### config.mk
export PLATFORM = sky130hd
export DESIGN_NAME = rcs_cmd_decoder
export DESIGN_NICKNAME = d
export VERILOG_FILES = /design/src/inc/rcs_pkg.sv /design/src/hw/rcs_cmd_decoder.sv
export VERILOG_INCLUDE_DIRS = /design/src /design/src/inc
export SDC_FILE = /design/constraint.sdc
export NUM_CORES = 1
export LEC_CHECK = 0
export BUFFER_PORTS_ARGS = -buffer_cell sky130_fd_sc_hd__buf_2
export CELL_PAD_IN_SITES_DETAIL_PLACEMENT = 0
export CELL_PAD_IN_SITES_GLOBAL_PLACEMENT = 2
export CORE_MARGIN = 5
export CORE_UTILIZATION = 37
export CTS_BUF_LIST = sky130_fd_sc_hd__clkbuf_4 sky130_fd_sc_hd__clkbuf_8
export CTS_CLUSTER_DIAMETER = 50
export DETAILED_ROUTE_END_ITERATION = 8
export PLACE_DENSITY_LB_ADDON = 0.15
export SLEW_MARGIN = 5
export SYNTH_ARGS = -nofsm -noshare
export SYNTH_HDL_FRONTEND = slang
export SYNTH_SLANG_ARGS = --single-unit
### constraint.sdc
create_clock -name core_clk -period 4.2 [get_ports core_clk]
set_clock_uncertainty 0.15 [all_clocks]
set_input_delay 0.63 -clock core_clk [delete_from_list [all_inputs] [get_ports core_clk]]
set_output_delay 0.63 -clock core_clk [all_outputs]
set_load 0.01 [all_outputs]
### src/inc/rcs_map.svh
`ifndef RCS_MAP_SVH
`define RCS_MAP_SVH
// command opcodes
`define RCS_OP_PKT_PARAMS 8'h8C
`define RCS_OP_CAD_CFG 8'h88
`define RCS_OP_BUF_BASE 8'h8F
`define RCS_OP_SYM_VAL 8'hA0
`define RCS_OP_STATUS 8'hC0
// legal frame lengths in bytes, opcode included
`define RCS_LEN_PKT_MIN 4'h7
`define RCS_LEN_PKT_MAX 4'hA
`define RCS_LEN_CAD 4'h8
`define RCS_LEN_BUF 4'h3
`define RCS_LEN_SYM 4'h2
`define RCS_LEN_STATUS 4'h2
// parameter byte positions inside a frame
`define RCS_IDX_CRC 5
`define RCS_IDX_IQ 6
// parameter codes
`define RCS_SEL_OFF 8'h00
`define RCS_SEL_ON 8'h01
`define RCS_CAD_CODE_MAX 8'h04
`define RCS_EXIT_STANDBY 8'h00
`define RCS_EXIT_RECEIVE 8'h01
`define RCS_STATUS_UNDEF 8'h00
// register word offsets
`define RCS_REG_CTRL 4'h0
`define RCS_REG_CFG 4'h1
`define RCS_REG_BASE 4'h2
`define RCS_REG_CADTO 4'h3
`define RCS_REG_STAT 4'h4
// control register fields and reset value
`define RCS_CTRL_WDOG_BIT 0
`define RCS_CTRL_MODE_LSB 1
`define RCS_CTRL_REQ_BIT 4
`define RCS_WDOG_EN_RST 1'b1
// timing
`define RCS_CLK_PERIOD_NS 25
`define RCS_CAD_TICK_NS 15625
`define RCS_CAD_TICK_CYC (`RCS_CAD_TICK_NS / `RCS_CLK_PERIOD_NS)
`define RCS_WDOG_US 10000
`define RCS_WDOG_CYC (`RCS_WDOG_US * 1000 / `RCS_CLK_PERIOD_NS)
`endif

### src/inc/rcs_pkg.sv
package rcs_pkg;
   // chip mode field of the status byte
   typedef enum logic [2:0] {
      mode_rc_standby = 3'b010,
      mode_crystal_standby = 3'b011,
      mode_synthesizer = 3'b100,
      mode_receive = 3'b101,
      mode_transmit = 3'b110
   } rcs_mode_t;
   // command status field of the status byte
   typedef enum logic [2:0] {
      cmd_none = 3'b000,
      cmd_data_avail = 3'b010,
      cmd_timeout = 3'b011,
      cmd_proc_err = 3'b100,
      cmd_exec_fail = 3'b101,
      cmd_tx_done = 3'b110
   } rcs_cmd_t;
   typedef struct packed {
      logic rsv_hi;
      rcs_mode_t mode;
      rcs_cmd_t cmd;
      logic rsv_lo;
   } rcs_status_t;
   typedef struct packed {
      logic payload_check_select;
      logic iq_polarity_select;
   } rcs_pkt_cfg_t;
   typedef struct packed {
      logic [7:0] detect_symbol_count_code;
      logic [7:0] detect_peak_threshold;
      logic [7:0] detect_min_threshold;
      logic [7:0] detect_exit_select;
      logic [23:0] detect_rx_timeout;
   } rcs_cad_cfg_t;
endpackage

### src/hw/rcs_cmd_decoder.sv
`timescale 1ns/1ps
`include "rcs_map.svh"
// How it works
// - packet param five: payload check off/on
// - packet param six: standard or inverted IQ
// - opcode 0x88 carries five activity-detect fields
// - symbol code 0..4 gives 1..16 symbols
// - exit code 0: detect, then RC standby
// - exit code 1: on activity, receive until packet or timeout
// - timeout used only for detect-then-receive
// - opcode 0x8F sets tx and rx bases
// - opcode 0xA0 sets validation symbol count
// - count zero: accept on first symbol
// - nonzero count without lock: receive timeout
// - opcode 0xC0: undefined byte, then status
// - status shifts out on every command
// - status byte: mode 6:4, command 3:1
// - packet received reports status 0x2
// - transaction watchdog reports status 0x3
// - bad opcode or length reports 0x4
// - failed execution reports status 0x5
// - transmit finished reports status 0x6
module rcs_cmd_decoder
   import rcs_pkg::*;
#(
   parameter int unsigned WDOG_CYCLES = `RCS_WDOG_CYC
) (
   input wire logic core_clk,
   input wire logic reset_n,
   input wire logic spi_sck,
   input wire logic spi_nss_n,
   input wire logic spi_mosi,
   output logic spi_miso,
   output logic spi_miso_oe,
   input wire logic [3:0] reg_addr,
   input wire logic [31:0] reg_wdata,
   input wire logic reg_wr,
   input wire logic reg_rd,
   output logic [31:0] reg_rdata,
   input wire logic pkt_type_ss,
   input wire logic cad_done,
   input wire logic cad_active,
   input wire logic pkt_detect,
   input wire logic symbol_tick,
   input wire logic demod_lock,
   input wire logic rx_done_ok,
   input wire logic tx_done,
   output rcs_pkt_cfg_t pkt_cfg,
   output rcs_cad_cfg_t cad_cfg,
   output logic [4:0] cad_symbols,
   output logic [7:0] tx_base,
   output logic [7:0] rx_base,
   output logic [7:0] validation_symbol_count,
   output rcs_mode_t chip_mode,
   output logic detect_then_receive_active,
   output logic rx_validated,
   output logic receive_timeout_irq
);
   // legal frame length per opcode; unknown opcodes fail
   function automatic logic len_ok(input logic [7:0] op, input logic [3:0] n);
      case (op)
         `RCS_OP_PKT_PARAMS: len_ok = (n >= `RCS_LEN_PKT_MIN) && (n <= `RCS_LEN_PKT_MAX);
         `RCS_OP_CAD_CFG: len_ok = (n == `RCS_LEN_CAD);
         `RCS_OP_BUF_BASE: len_ok = (n == `RCS_LEN_BUF);
         `RCS_OP_SYM_VAL: len_ok = (n == `RCS_LEN_SYM);
         `RCS_OP_STATUS: len_ok = (n == `RCS_LEN_STATUS);
         default: len_ok = 1'b0;
      endcase
   endfunction

   // chip modes that software may request
   function automatic logic mode_legal(input logic [2:0] code);
      mode_legal = (code >= 3'h2) && (code <= 3'h6);
   endfunction

   // pin synchronisers; bit 0 is only read by bit 1
   logic [2:0] sck_sync_ff;
   logic [2:0] nss_sync_ff;
   logic [1:0] mosi_sync_ff;
   always_ff @(posedge core_clk) begin
      if (!reset_n) begin
         sck_sync_ff <= 3'h0;
         nss_sync_ff <= 3'h7;
         mosi_sync_ff <= 2'h0;
      end else begin
         sck_sync_ff <= {sck_sync_ff[1:0], spi_sck};
         nss_sync_ff <= {nss_sync_ff[1:0], spi_nss_n};
         mosi_sync_ff <= {mosi_sync_ff[0], spi_mosi};
      end
   end

   // edge strobes and the select level in the core domain
   logic sck_rise;
   logic sck_fall;
   logic nss_low;
   logic frame_start;
   logic frame_end;
   assign sck_rise = sck_sync_ff[1] & ~sck_sync_ff[2];
   assign sck_fall = ~sck_sync_ff[1] & sck_sync_ff[2];
   assign nss_low = ~nss_sync_ff[1];
   assign frame_start = ~nss_sync_ff[1] & nss_sync_ff[2];
   assign frame_end = nss_sync_ff[1] & ~nss_sync_ff[2];

   // byte assembly, mode 0, msb first
   logic [2:0] bit_cnt_ff;
   logic [7:0] rx_shift_ff;
   logic [3:0] byte_cnt_ff;
   logic [7:0] opcode_ff;
   logic [7:0] pbuf_ff [1:7];
   logic byte_done;
   logic [7:0] new_byte;
   assign byte_done = sck_rise & nss_low & (bit_cnt_ff == 3'h7);
   assign new_byte = {rx_shift_ff[6:0], mosi_sync_ff[1]};

   // bit position within the current byte
   always_ff @(posedge core_clk) begin
      if (!reset_n || frame_start) begin
         bit_cnt_ff <= 3'h0;
         rx_shift_ff <= 8'h00;
      end else if (sck_rise && nss_low) begin
         bit_cnt_ff <= bit_cnt_ff + 3'h1;
         rx_shift_ff <= new_byte;
      end
   end

   // byte count saturates so long frames still fail length checks
   always_ff @(posedge core_clk) begin
      if (!reset_n || frame_start) begin
         byte_cnt_ff <= 4'h0;
      end else if (byte_done && byte_cnt_ff != 4'hF) begin
         byte_cnt_ff <= byte_cnt_ff + 4'h1;
      end
   end

   // first byte of a frame is the opcode
   always_ff @(posedge core_clk) begin
      if (!reset_n) begin
         opcode_ff <= 8'h00;
      end else if (byte_done && byte_cnt_ff == 4'h0) begin
         opcode_ff <= new_byte;
      end
   end

   // parameter staging; filler bytes land here and go unused
   for (genvar gi = 1; gi < 8; gi++) begin : g_pbuf
      always_ff @(posedge core_clk) begin
         if (!reset_n) begin
            pbuf_ff[gi] <= 8'h00;
         end else if (byte_done && byte_cnt_ff == 4'(gi)) begin
            pbuf_ff[gi] <= new_byte;
         end
      end
   end

   // transaction watchdog; counts only while selected
   logic [31:0] wdog_cnt_ff;
   logic wdog_en_ff;
   logic wdog_trip_ff;
   logic wdog_fire;
   assign wdog_fire = nss_low & wdog_en_ff & (wdog_cnt_ff == 32'(WDOG_CYCLES - 1));
   always_ff @(posedge core_clk) begin
      if (!reset_n || !nss_low) begin
         wdog_cnt_ff <= 32'h0;
      end else if (wdog_cnt_ff < 32'(WDOG_CYCLES)) begin
         wdog_cnt_ff <= wdog_cnt_ff + 32'h1;
      end
   end
   // a tripped frame is never committed
   always_ff @(posedge core_clk) begin
      if (!reset_n || frame_start) begin
         wdog_trip_ff <= 1'b0;
      end else if (wdog_fire) begin
         wdog_trip_ff <= 1'b1;
      end
   end

   // frame checks at deselect
   logic [7:0] crc_byte;
   logic [7:0] iq_byte;
   logic frame_ok;
   logic params_ok;
   logic commit;
   logic proc_err;
   assign crc_byte = pbuf_ff[`RCS_IDX_CRC];
   assign iq_byte = pbuf_ff[`RCS_IDX_IQ];
   assign frame_ok = len_ok(opcode_ff, byte_cnt_ff) && bit_cnt_ff == 3'h0;
   always_comb begin
      params_ok = 1'b1;
      if (opcode_ff == `RCS_OP_CAD_CFG) begin
         // out-of-range codes are refused, not clamped
         params_ok = (pbuf_ff[1] <= `RCS_CAD_CODE_MAX) && (pbuf_ff[4] <= `RCS_EXIT_RECEIVE);
      end else if (opcode_ff == `RCS_OP_PKT_PARAMS && pkt_type_ss) begin
         params_ok = (crc_byte <= `RCS_SEL_ON) && (iq_byte <= `RCS_SEL_ON);
      end
   end
   assign commit = frame_end & frame_ok & params_ok & ~wdog_trip_ff;
   // empty frames are ignored
   assign proc_err = frame_end & (byte_cnt_ff != 4'h0) & ~wdog_trip_ff
                   & ~(frame_ok & params_ok);

   // packet parameters apply only to the spread-spectrum type
   always_ff @(posedge core_clk) begin
      if (!reset_n) begin
         pkt_cfg <= '0;
      end else if (commit && opcode_ff == `RCS_OP_PKT_PARAMS && pkt_type_ss) begin
         pkt_cfg.payload_check_select <= (crc_byte == `RCS_SEL_ON);
         pkt_cfg.iq_polarity_select <= (iq_byte == `RCS_SEL_ON);
      end
   end

   // activity-detect setup, bytes in frame order
   always_ff @(posedge core_clk) begin
      if (!reset_n) begin
         cad_cfg <= '0;
         cad_symbols <= 5'h01;
      end else if (commit && opcode_ff == `RCS_OP_CAD_CFG) begin
         cad_cfg <= {pbuf_ff[1], pbuf_ff[2], pbuf_ff[3], pbuf_ff[4],
                     pbuf_ff[5], pbuf_ff[6], pbuf_ff[7]};
         cad_symbols <= 5'(5'h01 << pbuf_ff[1][2:0]);
      end
   end

   // buffer bases and validation count
   always_ff @(posedge core_clk) begin
      if (!reset_n) begin
         tx_base <= 8'h00;
         rx_base <= 8'h00;
         validation_symbol_count <= 8'h00;
      end else if (commit && opcode_ff == `RCS_OP_BUF_BASE) begin
         tx_base <= pbuf_ff[1];
         rx_base <= pbuf_ff[2];
      end else if (commit && opcode_ff == `RCS_OP_SYM_VAL) begin
         validation_symbol_count <= pbuf_ff[1];
      end
   end

   // software mode request through the control register
   logic mode_req;
   logic [2:0] mode_code;
   logic exec_fail;
   assign mode_req = reg_wr & (reg_addr == `RCS_REG_CTRL) & reg_wdata[`RCS_CTRL_REQ_BIT];
   assign mode_code = reg_wdata[`RCS_CTRL_MODE_LSB +: 3];
   assign exec_fail = mode_req & ~mode_legal(mode_code);

   // detect-then-receive window timer, in 15.625 us ticks
   logic [9:0] presc_ff;
   logic [23:0] tick_cnt_ff;
   logic presc_wrap;
   logic cad_expire;
   logic cad_to_rx;
   assign presc_wrap = (presc_ff == 10'(`RCS_CAD_TICK_CYC - 1));
   assign cad_to_rx = cad_done & cad_active
                    & (cad_cfg.detect_exit_select == `RCS_EXIT_RECEIVE);
   // the timeout is consulted only in the receive exit
   assign cad_expire = detect_then_receive_active & presc_wrap & ~pkt_detect
                     & (({1'b0, tick_cnt_ff} + 25'h1) >= {1'b0, cad_cfg.detect_rx_timeout});
   always_ff @(posedge core_clk) begin
      if (!reset_n || !detect_then_receive_active || cad_done) begin
         presc_ff <= 10'h0;
         tick_cnt_ff <= 24'h0;
      end else if (presc_wrap) begin
         presc_ff <= 10'h0;
         tick_cnt_ff <= tick_cnt_ff + 24'h1;
      end else begin
         presc_ff <= presc_ff + 10'h1;
      end
   end
   // window ends on packet, expiry or a new mode request
   always_ff @(posedge core_clk) begin
      if (!reset_n) begin
         detect_then_receive_active <= 1'b0;
      end else if (cad_done) begin
         detect_then_receive_active <= cad_to_rx;
      end else if (pkt_detect || cad_expire || mode_req) begin
         detect_then_receive_active <= 1'b0;
      end
   end

   // chip mode; detection outcomes take priority over software
   always_ff @(posedge core_clk) begin
      if (!reset_n) begin
         chip_mode <= mode_rc_standby;
      end else if (cad_done) begin
         // standby exit ignores whether activity was seen
         chip_mode <= cad_to_rx ? mode_receive : mode_rc_standby;
      end else if (cad_expire) begin
         chip_mode <= mode_rc_standby;
      end else if (mode_req && mode_legal(mode_code)) begin
         chip_mode <= rcs_mode_t'(mode_code);
      end
   end

   // symbol validation while receiving
   logic [7:0] sym_cnt_ff;
   logic sym_done_ff;
   logic sym_last;
   assign sym_last = (sym_cnt_ff + 8'h1) == validation_symbol_count;
   always_ff @(posedge core_clk) begin
      if (!reset_n || chip_mode != mode_receive) begin
         sym_cnt_ff <= 8'h00;
         sym_done_ff <= 1'b0;
         rx_validated <= 1'b0;
         receive_timeout_irq <= 1'b0;
      end else begin
         rx_validated <= 1'b0;
         receive_timeout_irq <= cad_expire;
         if (symbol_tick && !sym_done_ff) begin
            sym_cnt_ff <= sym_cnt_ff + 8'h1;
            if (validation_symbol_count == 8'h00) begin
               sym_done_ff <= 1'b1;
               rx_validated <= 1'b1;
            end else if (sym_last) begin
               // decision waits for the full count
               sym_done_ff <= 1'b1;
               rx_validated <= demod_lock;
               receive_timeout_irq <= ~demod_lock | cad_expire;
            end
         end
      end
   end

   // command status; a new event beats the clear after read-out
   rcs_cmd_t cmd_ff;
   logic status_sent_ff;
   always_ff @(posedge core_clk) begin
      if (!reset_n) begin
         cmd_ff <= cmd_none;
      end else if (proc_err) begin
         cmd_ff <= cmd_proc_err;
      end else if (exec_fail) begin
         cmd_ff <= cmd_exec_fail;
      end else if (wdog_fire) begin
         cmd_ff <= cmd_timeout;
      end else if (tx_done) begin
         cmd_ff <= cmd_tx_done;
      end else if (rx_done_ok) begin
         cmd_ff <= cmd_data_avail;
      end else if (frame_end && status_sent_ff) begin
         cmd_ff <= cmd_none;
      end
   end

   // status byte layout, reserved bits zero
   rcs_status_t status_live;
   assign status_live = '{rsv_hi: 1'b0, mode: chip_mode, cmd: cmd_ff, rsv_lo: 1'b0};

   // return path: undefined first byte, status on every later one
   logic [7:0] tx_shift_ff;
   always_ff @(posedge core_clk) begin
      if (!reset_n || frame_start) begin
         tx_shift_ff <= `RCS_STATUS_UNDEF;
      end else if (byte_done) begin
         tx_shift_ff <= status_live;
      end else if (sck_fall && nss_low && bit_cnt_ff != 3'h0) begin
         tx_shift_ff <= {tx_shift_ff[6:0], 1'b0};
      end
   end
   // remembers that a status byte went out in this frame
   always_ff @(posedge core_clk) begin
      if (!reset_n || frame_start) begin
         status_sent_ff <= 1'b0;
      end else if (byte_done) begin
         status_sent_ff <= 1'b1;
      end
   end
   // drive data only while selected
   logic miso_oe_ff;
   always_ff @(posedge core_clk) begin
      if (!reset_n) begin
         miso_oe_ff <= 1'b0;
      end else begin
         miso_oe_ff <= nss_low;
      end
   end
   assign spi_miso = tx_shift_ff[7];
   assign spi_miso_oe = miso_oe_ff;

   // control register; mode request bit is a write-only trigger
   always_ff @(posedge core_clk) begin
      if (!reset_n) begin
         wdog_en_ff <= `RCS_WDOG_EN_RST;
      end else if (reg_wr && reg_addr == `RCS_REG_CTRL) begin
         wdog_en_ff <= reg_wdata[`RCS_CTRL_WDOG_BIT];
      end
   end

   // read data valid only in the cycle after the strobe
   always_ff @(posedge core_clk) begin
      if (!reset_n || !reg_rd) begin
         reg_rdata <= 32'h0;
      end else begin
         case (reg_addr)
            `RCS_REG_CTRL: reg_rdata <= {31'h0, wdog_en_ff};
            `RCS_REG_CFG: reg_rdata <= {8'h0, validation_symbol_count,
                                        cad_cfg.detect_exit_select,
                                        6'h0, pkt_cfg};
            `RCS_REG_BASE: reg_rdata <= {16'h0, rx_base, tx_base};
            `RCS_REG_CADTO: reg_rdata <= {8'h0, cad_cfg.detect_rx_timeout};
            `RCS_REG_STAT: reg_rdata <= {23'h0, detect_then_receive_active, status_live};
            default: reg_rdata <= 32'h0;
         endcase
      end
   end
endmodule // rcs_cmd_decoder

* Word level (Yosys, flattened, before mapping) *
Memory sizes are Yosys's and may differ from the RTL's. A register that Yosys moved wholly into a read port is not among the register bits.
Index checks and enable logic that the tools add are counted.

operators by class
  add/subtract/negate cells = 7
  magnitude comparators = 10
  equality and inequality tests = 26
  shift-type cells = 1
  muxes and demuxes = 54
  bitwise logic cells = 43
  reductions and logical operators = 62

operator list
  operator                 number
  $pmux W24 S5             1
  $mux W8                  7
  $eq A8 B8 Y1 const B     5
  $mux W1                  33
  $add A32 B1 Y32 const B  1
  $eq A32 B19 Y1 const B   1
  $lt A32 B19 Y1 const B   1
  $mux W3                  10
  $logic_and A1 B1 Y1      27
  $add A24 B1 Y25 const B  1
  $ge A25 B24 Y1           1
  $add A24 B1 Y24 const B  1
  $eq A8 B1 Y1 const B     3
  $le A8 B1 Y1 const B     3
  $and A1 B1 Y1            23
  $eq A4 B3 Y1 const B     5
  $eq A4 B2 Y1 const B     4
  $mux W7                  2
  $not A1 Y1               12
  $add A10 B1 Y10 const B  1
  $eq A10 B10 Y1 const B   1
  $reduce_or A2 Y1         5
  $add A8 B1 Y8 const B    1
  $eq A4 B1 Y1 const B     2
  other kinds (27)         52

word-level totals
  register bits = 236
  RAM bits = 56
  output and inout bits = 127
  logic and storage cells = 240
  memories kept = 1

memory list
  name     words  width  read ports  clocked after Yosys merged registers in  write ports  RTL line                source
  pbuf_ff  7      8      7           2                                        7            rcs_cmd_decoder.sv:109  logic [7:0] pbuf_ff [1:7];

* Logic depth before layout (Yosys ltp) *
  depth after elaboration = 10
  depth in mapped cells = 15

* Least setup slack after synthesis *
Ideal clock, no wire load.

  path kind = flip-flop to flip-flop
  from = register tick_cnt_ff[2]
  to = register chip_mode[1]
  arrival = 3.139 ns
  slack = 0.789 ns
  stages on the path, launching flop included = 16
  period minus slack after synthesis = 3.411 ns
  cells stage by stage = dfxtp_1 > nand2_1 > or2_2 > nor4_4 > and3_1 > buf_2 > nand3_1 > xnor2_1 > ha_1 > nand3_1 > nor4_1 > nand2_1 > a31oi_1 > o21bai_1 > and2_4 > a221o_1

between the ends
  cells in the longest elaborated chain, start to end = 5
  elaborated cells between the ends (all ways) = 6

RTL lines
  item                    RTL line                source
  from (decl)             rcs_cmd_decoder.sv:247  logic [23:0] tick_cnt_ff;
  from (signal assigned)  rcs_cmd_decoder.sv:263  tick_cnt_ff <= tick_cnt_ff + 24'h1;
  $add A24 B1 Y25 (*)     rcs_cmd_decoder.sv:256  & (({1'b0, tick_cnt_ff} + 25'h1) >= {1'b0, cad_cfg.detect_rx_timeout});
  $ge A25 B24 Y1 (*)      rcs_cmd_decoder.sv:256
  $and A1 B1 Y1 (*)       rcs_cmd_decoder.sv:256
  $mux W3                 rcs_cmd_decoder.sv:286  end else if (cad_expire) begin
  $mux W3                 rcs_cmd_decoder.sv:283  end else if (cad_done) begin
  to (signal assigned)    rcs_cmd_decoder.sv:282  chip_mode <= mode_rc_standby;
  to (signal assigned)    rcs_cmd_decoder.sv:285  chip_mode <= cad_to_rx ? mode_receive : mode_rc_standby;
  to (signal assigned)    rcs_cmd_decoder.sv:287  chip_mode <= mode_rc_standby;
  to (decl)               rcs_cmd_decoder.sv:54   output rcs_mode_t chip_mode,

Every way passes the cells marked *; elsewhere a longest branch is shown, timed or not.
A chain may end at the register's enable or synchronous reset.

* Final worst setup path *
  from = register tick_cnt_ff[4]
  to = register chip_mode[1]

The elaborated chain is that of the path after synthesis.

==> flow_summary_export.csv <==
group,metric,value,unit
worst_setup_path,path_depth,14,
power_and_ir_drop,vdd_drop_max,195,uV
die,dieArea,0.0386,mm^2
detailed_routing,drt_pass1_iterations,5,
worst_setup_path,reg2reg_depth,14,
yosys,ys_ff_latch,292,
yosys,syn_area,0.0129,mm^2
global_routing,grt.overflow.total,0,
sta,hold_viol,0,
detailed_routing,wl_met3,1980,um
worst_setup_path,cp_common_cell,"nand3_1",
clocking,numCtsBuffers,52,
global_routing,grt_pass1_wl,57500,um
yosys,yosys.area_share.adder,3.50,%
clocking,insertion_delay,0.62,ns
flow_run,cap_violations,0,
yosys,syn_inst,1378,
clocking,cts_root_buf,"clkbuf_8",
detailed_routing,met2_length,16300,um
die,die_y,196,um
detailed_routing,ant_nets,0,
detailed_routing,drc,0,
finish,fin_cells,2019,
run_status,status,"completed",
worst_setup_path,path_class,"flop to flop",
yosys,synth-simple-area-share,25.1,%
global_routing,grt_pass1_vias,9876,
sta,worst_pin_slew,0.918,ns
min_path,min_path_cells,2,
worst_setup_path,cp_max_fo,6,
clocking,cts.htree.levels,2,
sta,fin_crit_sh,89.9,%
sta,fin_hold_ws,0.0919,ns
detailed_routing,viasPerCell,5.03,
global_routing,antenna_found_initial,1,
finish,design_area,0.0150,mm^2
die,rows,68,
placement,dp_slack,0.333,ns
yosys,synth_top_area_cell,"dfxtp_1",
detailed_routing,wire_per_inst,18.3,um
sta,fmax,265,MHz
finish,multi_input_area,0.00599,mm^2
yosys,seq_area_frac_synth,49.8,%
yosys,synth-xor-area-share,5.04,%
finish,fin_util,43.5,%
yosys,ys_types,78,
yosys,synth_top_area_share,36.7,%
finish,antenna_cells,0,
yosys,synth_edf_count,56,
worst_setup_path,critPathRequiredTime,4.56,ns
clocking,post_cts.repair.setup_buffers,0,
placement,place_area,0.0140,mm^2
sta,setup_viol,0,
finish,nets,1611,
yosys,synth_compound_area_share,9.30,%
worst_setup_path,critPathMaxStageDelay,0.41,ns
sta,slew_violations,0,
sta,setup-tns-final,0,ns
clocking,clk_pin_slew,0.06,ns
detailed_routing,met1_length,17900,um
placement,dp.cells,1924,
worst_setup_path,worstPathArrival,4.13,ns
sta,rsz0062_at_grt,"no",
worst_setup_path,path_cells,"nand3_1, or2_2, nor4_4, and3_1, nand3_1, xnor2_1, ha_1, nand3_1, nor4_2, nand2_1, a31oi_1, o21bai_1, and2_4, a221o_1",
detailed_routing,drt_iter0_drc,546,
finish,final-seq-area,0.00641,mm^2
detailed_routing,routed_wirelength,36900,um
min_path,min_path_type,"primary input to flop",
yosys,synthTopCellsByArea,"dfxtp_1 37%, edfxtp_1 13%, nand2_1 4.1%",
yosys,synth_top_family_by_area,"simple AND/OR/NAND/NOR gates",
yosys,synth_mux_area_share,3.26,%
die,ios,178,
detailed_routing,top_layer_used,"met5",
power_and_ir_drop,power-per-cell-area,379,mW/mm^2
worst_setup_path,cpMaxStageDelayCell,"dfxtp_1",
sta,period_needed,3.78,ns
die,initial_core_util,37.3,%
worst_setup_path,cp-start-kind,"flop",
sta,setup_ws,0.423,ns
clocking,cts_tree,"yes",
die,design.core.area,0.0345,mm^2
global_routing,grt_usage,18.9,%
finish,layout-drive-gt1-share,17.9,%
worst_setup_path,crit_buf_inv,0,
placement,dp_hpwl,26500,um
finish,syn2layout_area_growth,16.6,%
clocking,clock_path_buffers,3,
detailed_routing,vias,10200,
clocking,cts.sinks,292,
die,die_x,196,um
sta,slew_headroom,38.8,%
power_and_ir_drop,p_leak,5.88,nW
yosys,ys.flop_type,"dfxtp_1",
yosys,yosysWarnings,0,
placement,finalWeightedCongestion,0.783,
placement,port_buffers,142,
yosys,async_flop_share,0,%
worst_setup_path,r2r_slack,0.42,ns
yosys,yosysMostFrequentCell,"dfxtp_1",
yosys,synth.avg_cell_area,9.34,um^2
worst_setup_path,end_kind,"flop",
power_and_ir_drop,power,5.68,mW
worst_setup_path,crit_family,"simple AND/OR/NAND/NOR gates",
yosys,netlist_top_cells_count,"236 x dfxtp_1, 141 x nand2_1, 135 x nor2_1",
finish,fill_cells,3488,
global_routing,grt_max_degree,110,
## metal layers
layer	vias up	GRT usage, %
met1	4777	26.8
met2	229	29.4
met3	64	4.15
li1	5091	-
met5	-	0
met4	2	4.99
## path summary, 6_finish.rpt
check,start,to
max reg2reg,tick_cnt_ff[4]$_SDFFE_PP0N_,chip_mode[1]$_SDFFE_PN1P_
min,spi_mosi,mosi_sync_ff[0]$_SDFF_PN0_
min reg2reg,nss_sync_ff[0]$_SDFF_PN1_,nss_sync_ff[1]$_SDFF_PN1_
max,tick_cnt_ff[4]$_SDFFE_PP0N_,chip_mode[1]$_SDFFE_PN1P_
## layout make-up
class | count | share of cell area [%]
timing repair buffer | 157 | 5.60
multi-input combinational | 976 | 39.9
clock buffer | 80 | 6.42
clock inverter | 14 | 0.467
sequential | 292 | 42.7
tap | 455 | 3.79
inverter | 45 | 1.13
## placed cells by master, fill, tap and decap left out, types with 4 or more instances in the layout
cell type	instances
nand2b_1	8
nor3b_1	5
nand2_1	141
nor4_1	13
dfxtp_1	236
ha_1	36
xor2_1	41
nor2_1	135
mux2i_1	34
inv_1	44
nand4b_1	4
clkinv_1	7
xnor2_1	33
nand3_1	95
and3_1	31
and4_1	4
a211oi_1	8
clkbuf_4	22
nand4_1	26
or3_1	14
o21ai_0	74
nor4b_1	4
clkinv_2	4
a22oi_1	24
a31oi_1	4
a221oi_1	5
mux2_2	7
edfxtp_1	56
buf_4	14
clkbuf_8	58
conb_1	8
nor2b_1	9
a21oi_1	59
and2_1	77
nor3_1	22
buf_2	141
## registers in the layout, indices dropped and copies added, names as in the netlist, 7 cells and up
signal and cells:
reg_rdata 24, tx_shift_ff 7, tick_cnt_ff 24, tx_base 8, opcode_ff 8, wdog_cnt_ff 32, rx_shift_ff 7, rx_base 8
validation_symbol_count 8, pbuf_ff 56, presc_ff 10, cad_cfg 56, sym_cnt_ff 8
## logic make-up after synthesis
| family | Yosys count |
|---|---|
| xor+xnor | 74 |
| simple gates | 620 |
| flops | 292 |
| fa+ha+maj | 36 |
| compound gates | 197 |
| mux | 41 |
| buf+inv | 117 |
| other cells | 1 |
## power by group
part,switching [mW],leakage (nW),internal [mW],total (mW)
clock network,1.18,0.550,1.45,2.64
logic,0.0931,2.90,0.0332,0.126
registers,0.0311,2.43,2.89,2.92
## what timing repair did
| item | 4_1_cts | 5_1_grt |
|---|---|---|
| resized for setup | 0 | 1 |
| endpoints found under the setup margin | 0 | 1 |
| hold buffers | 1 | 0 |
| hold endpoints to repair | 1 | 0 |
Note: power is estimated with default switching activity, not from simulation.
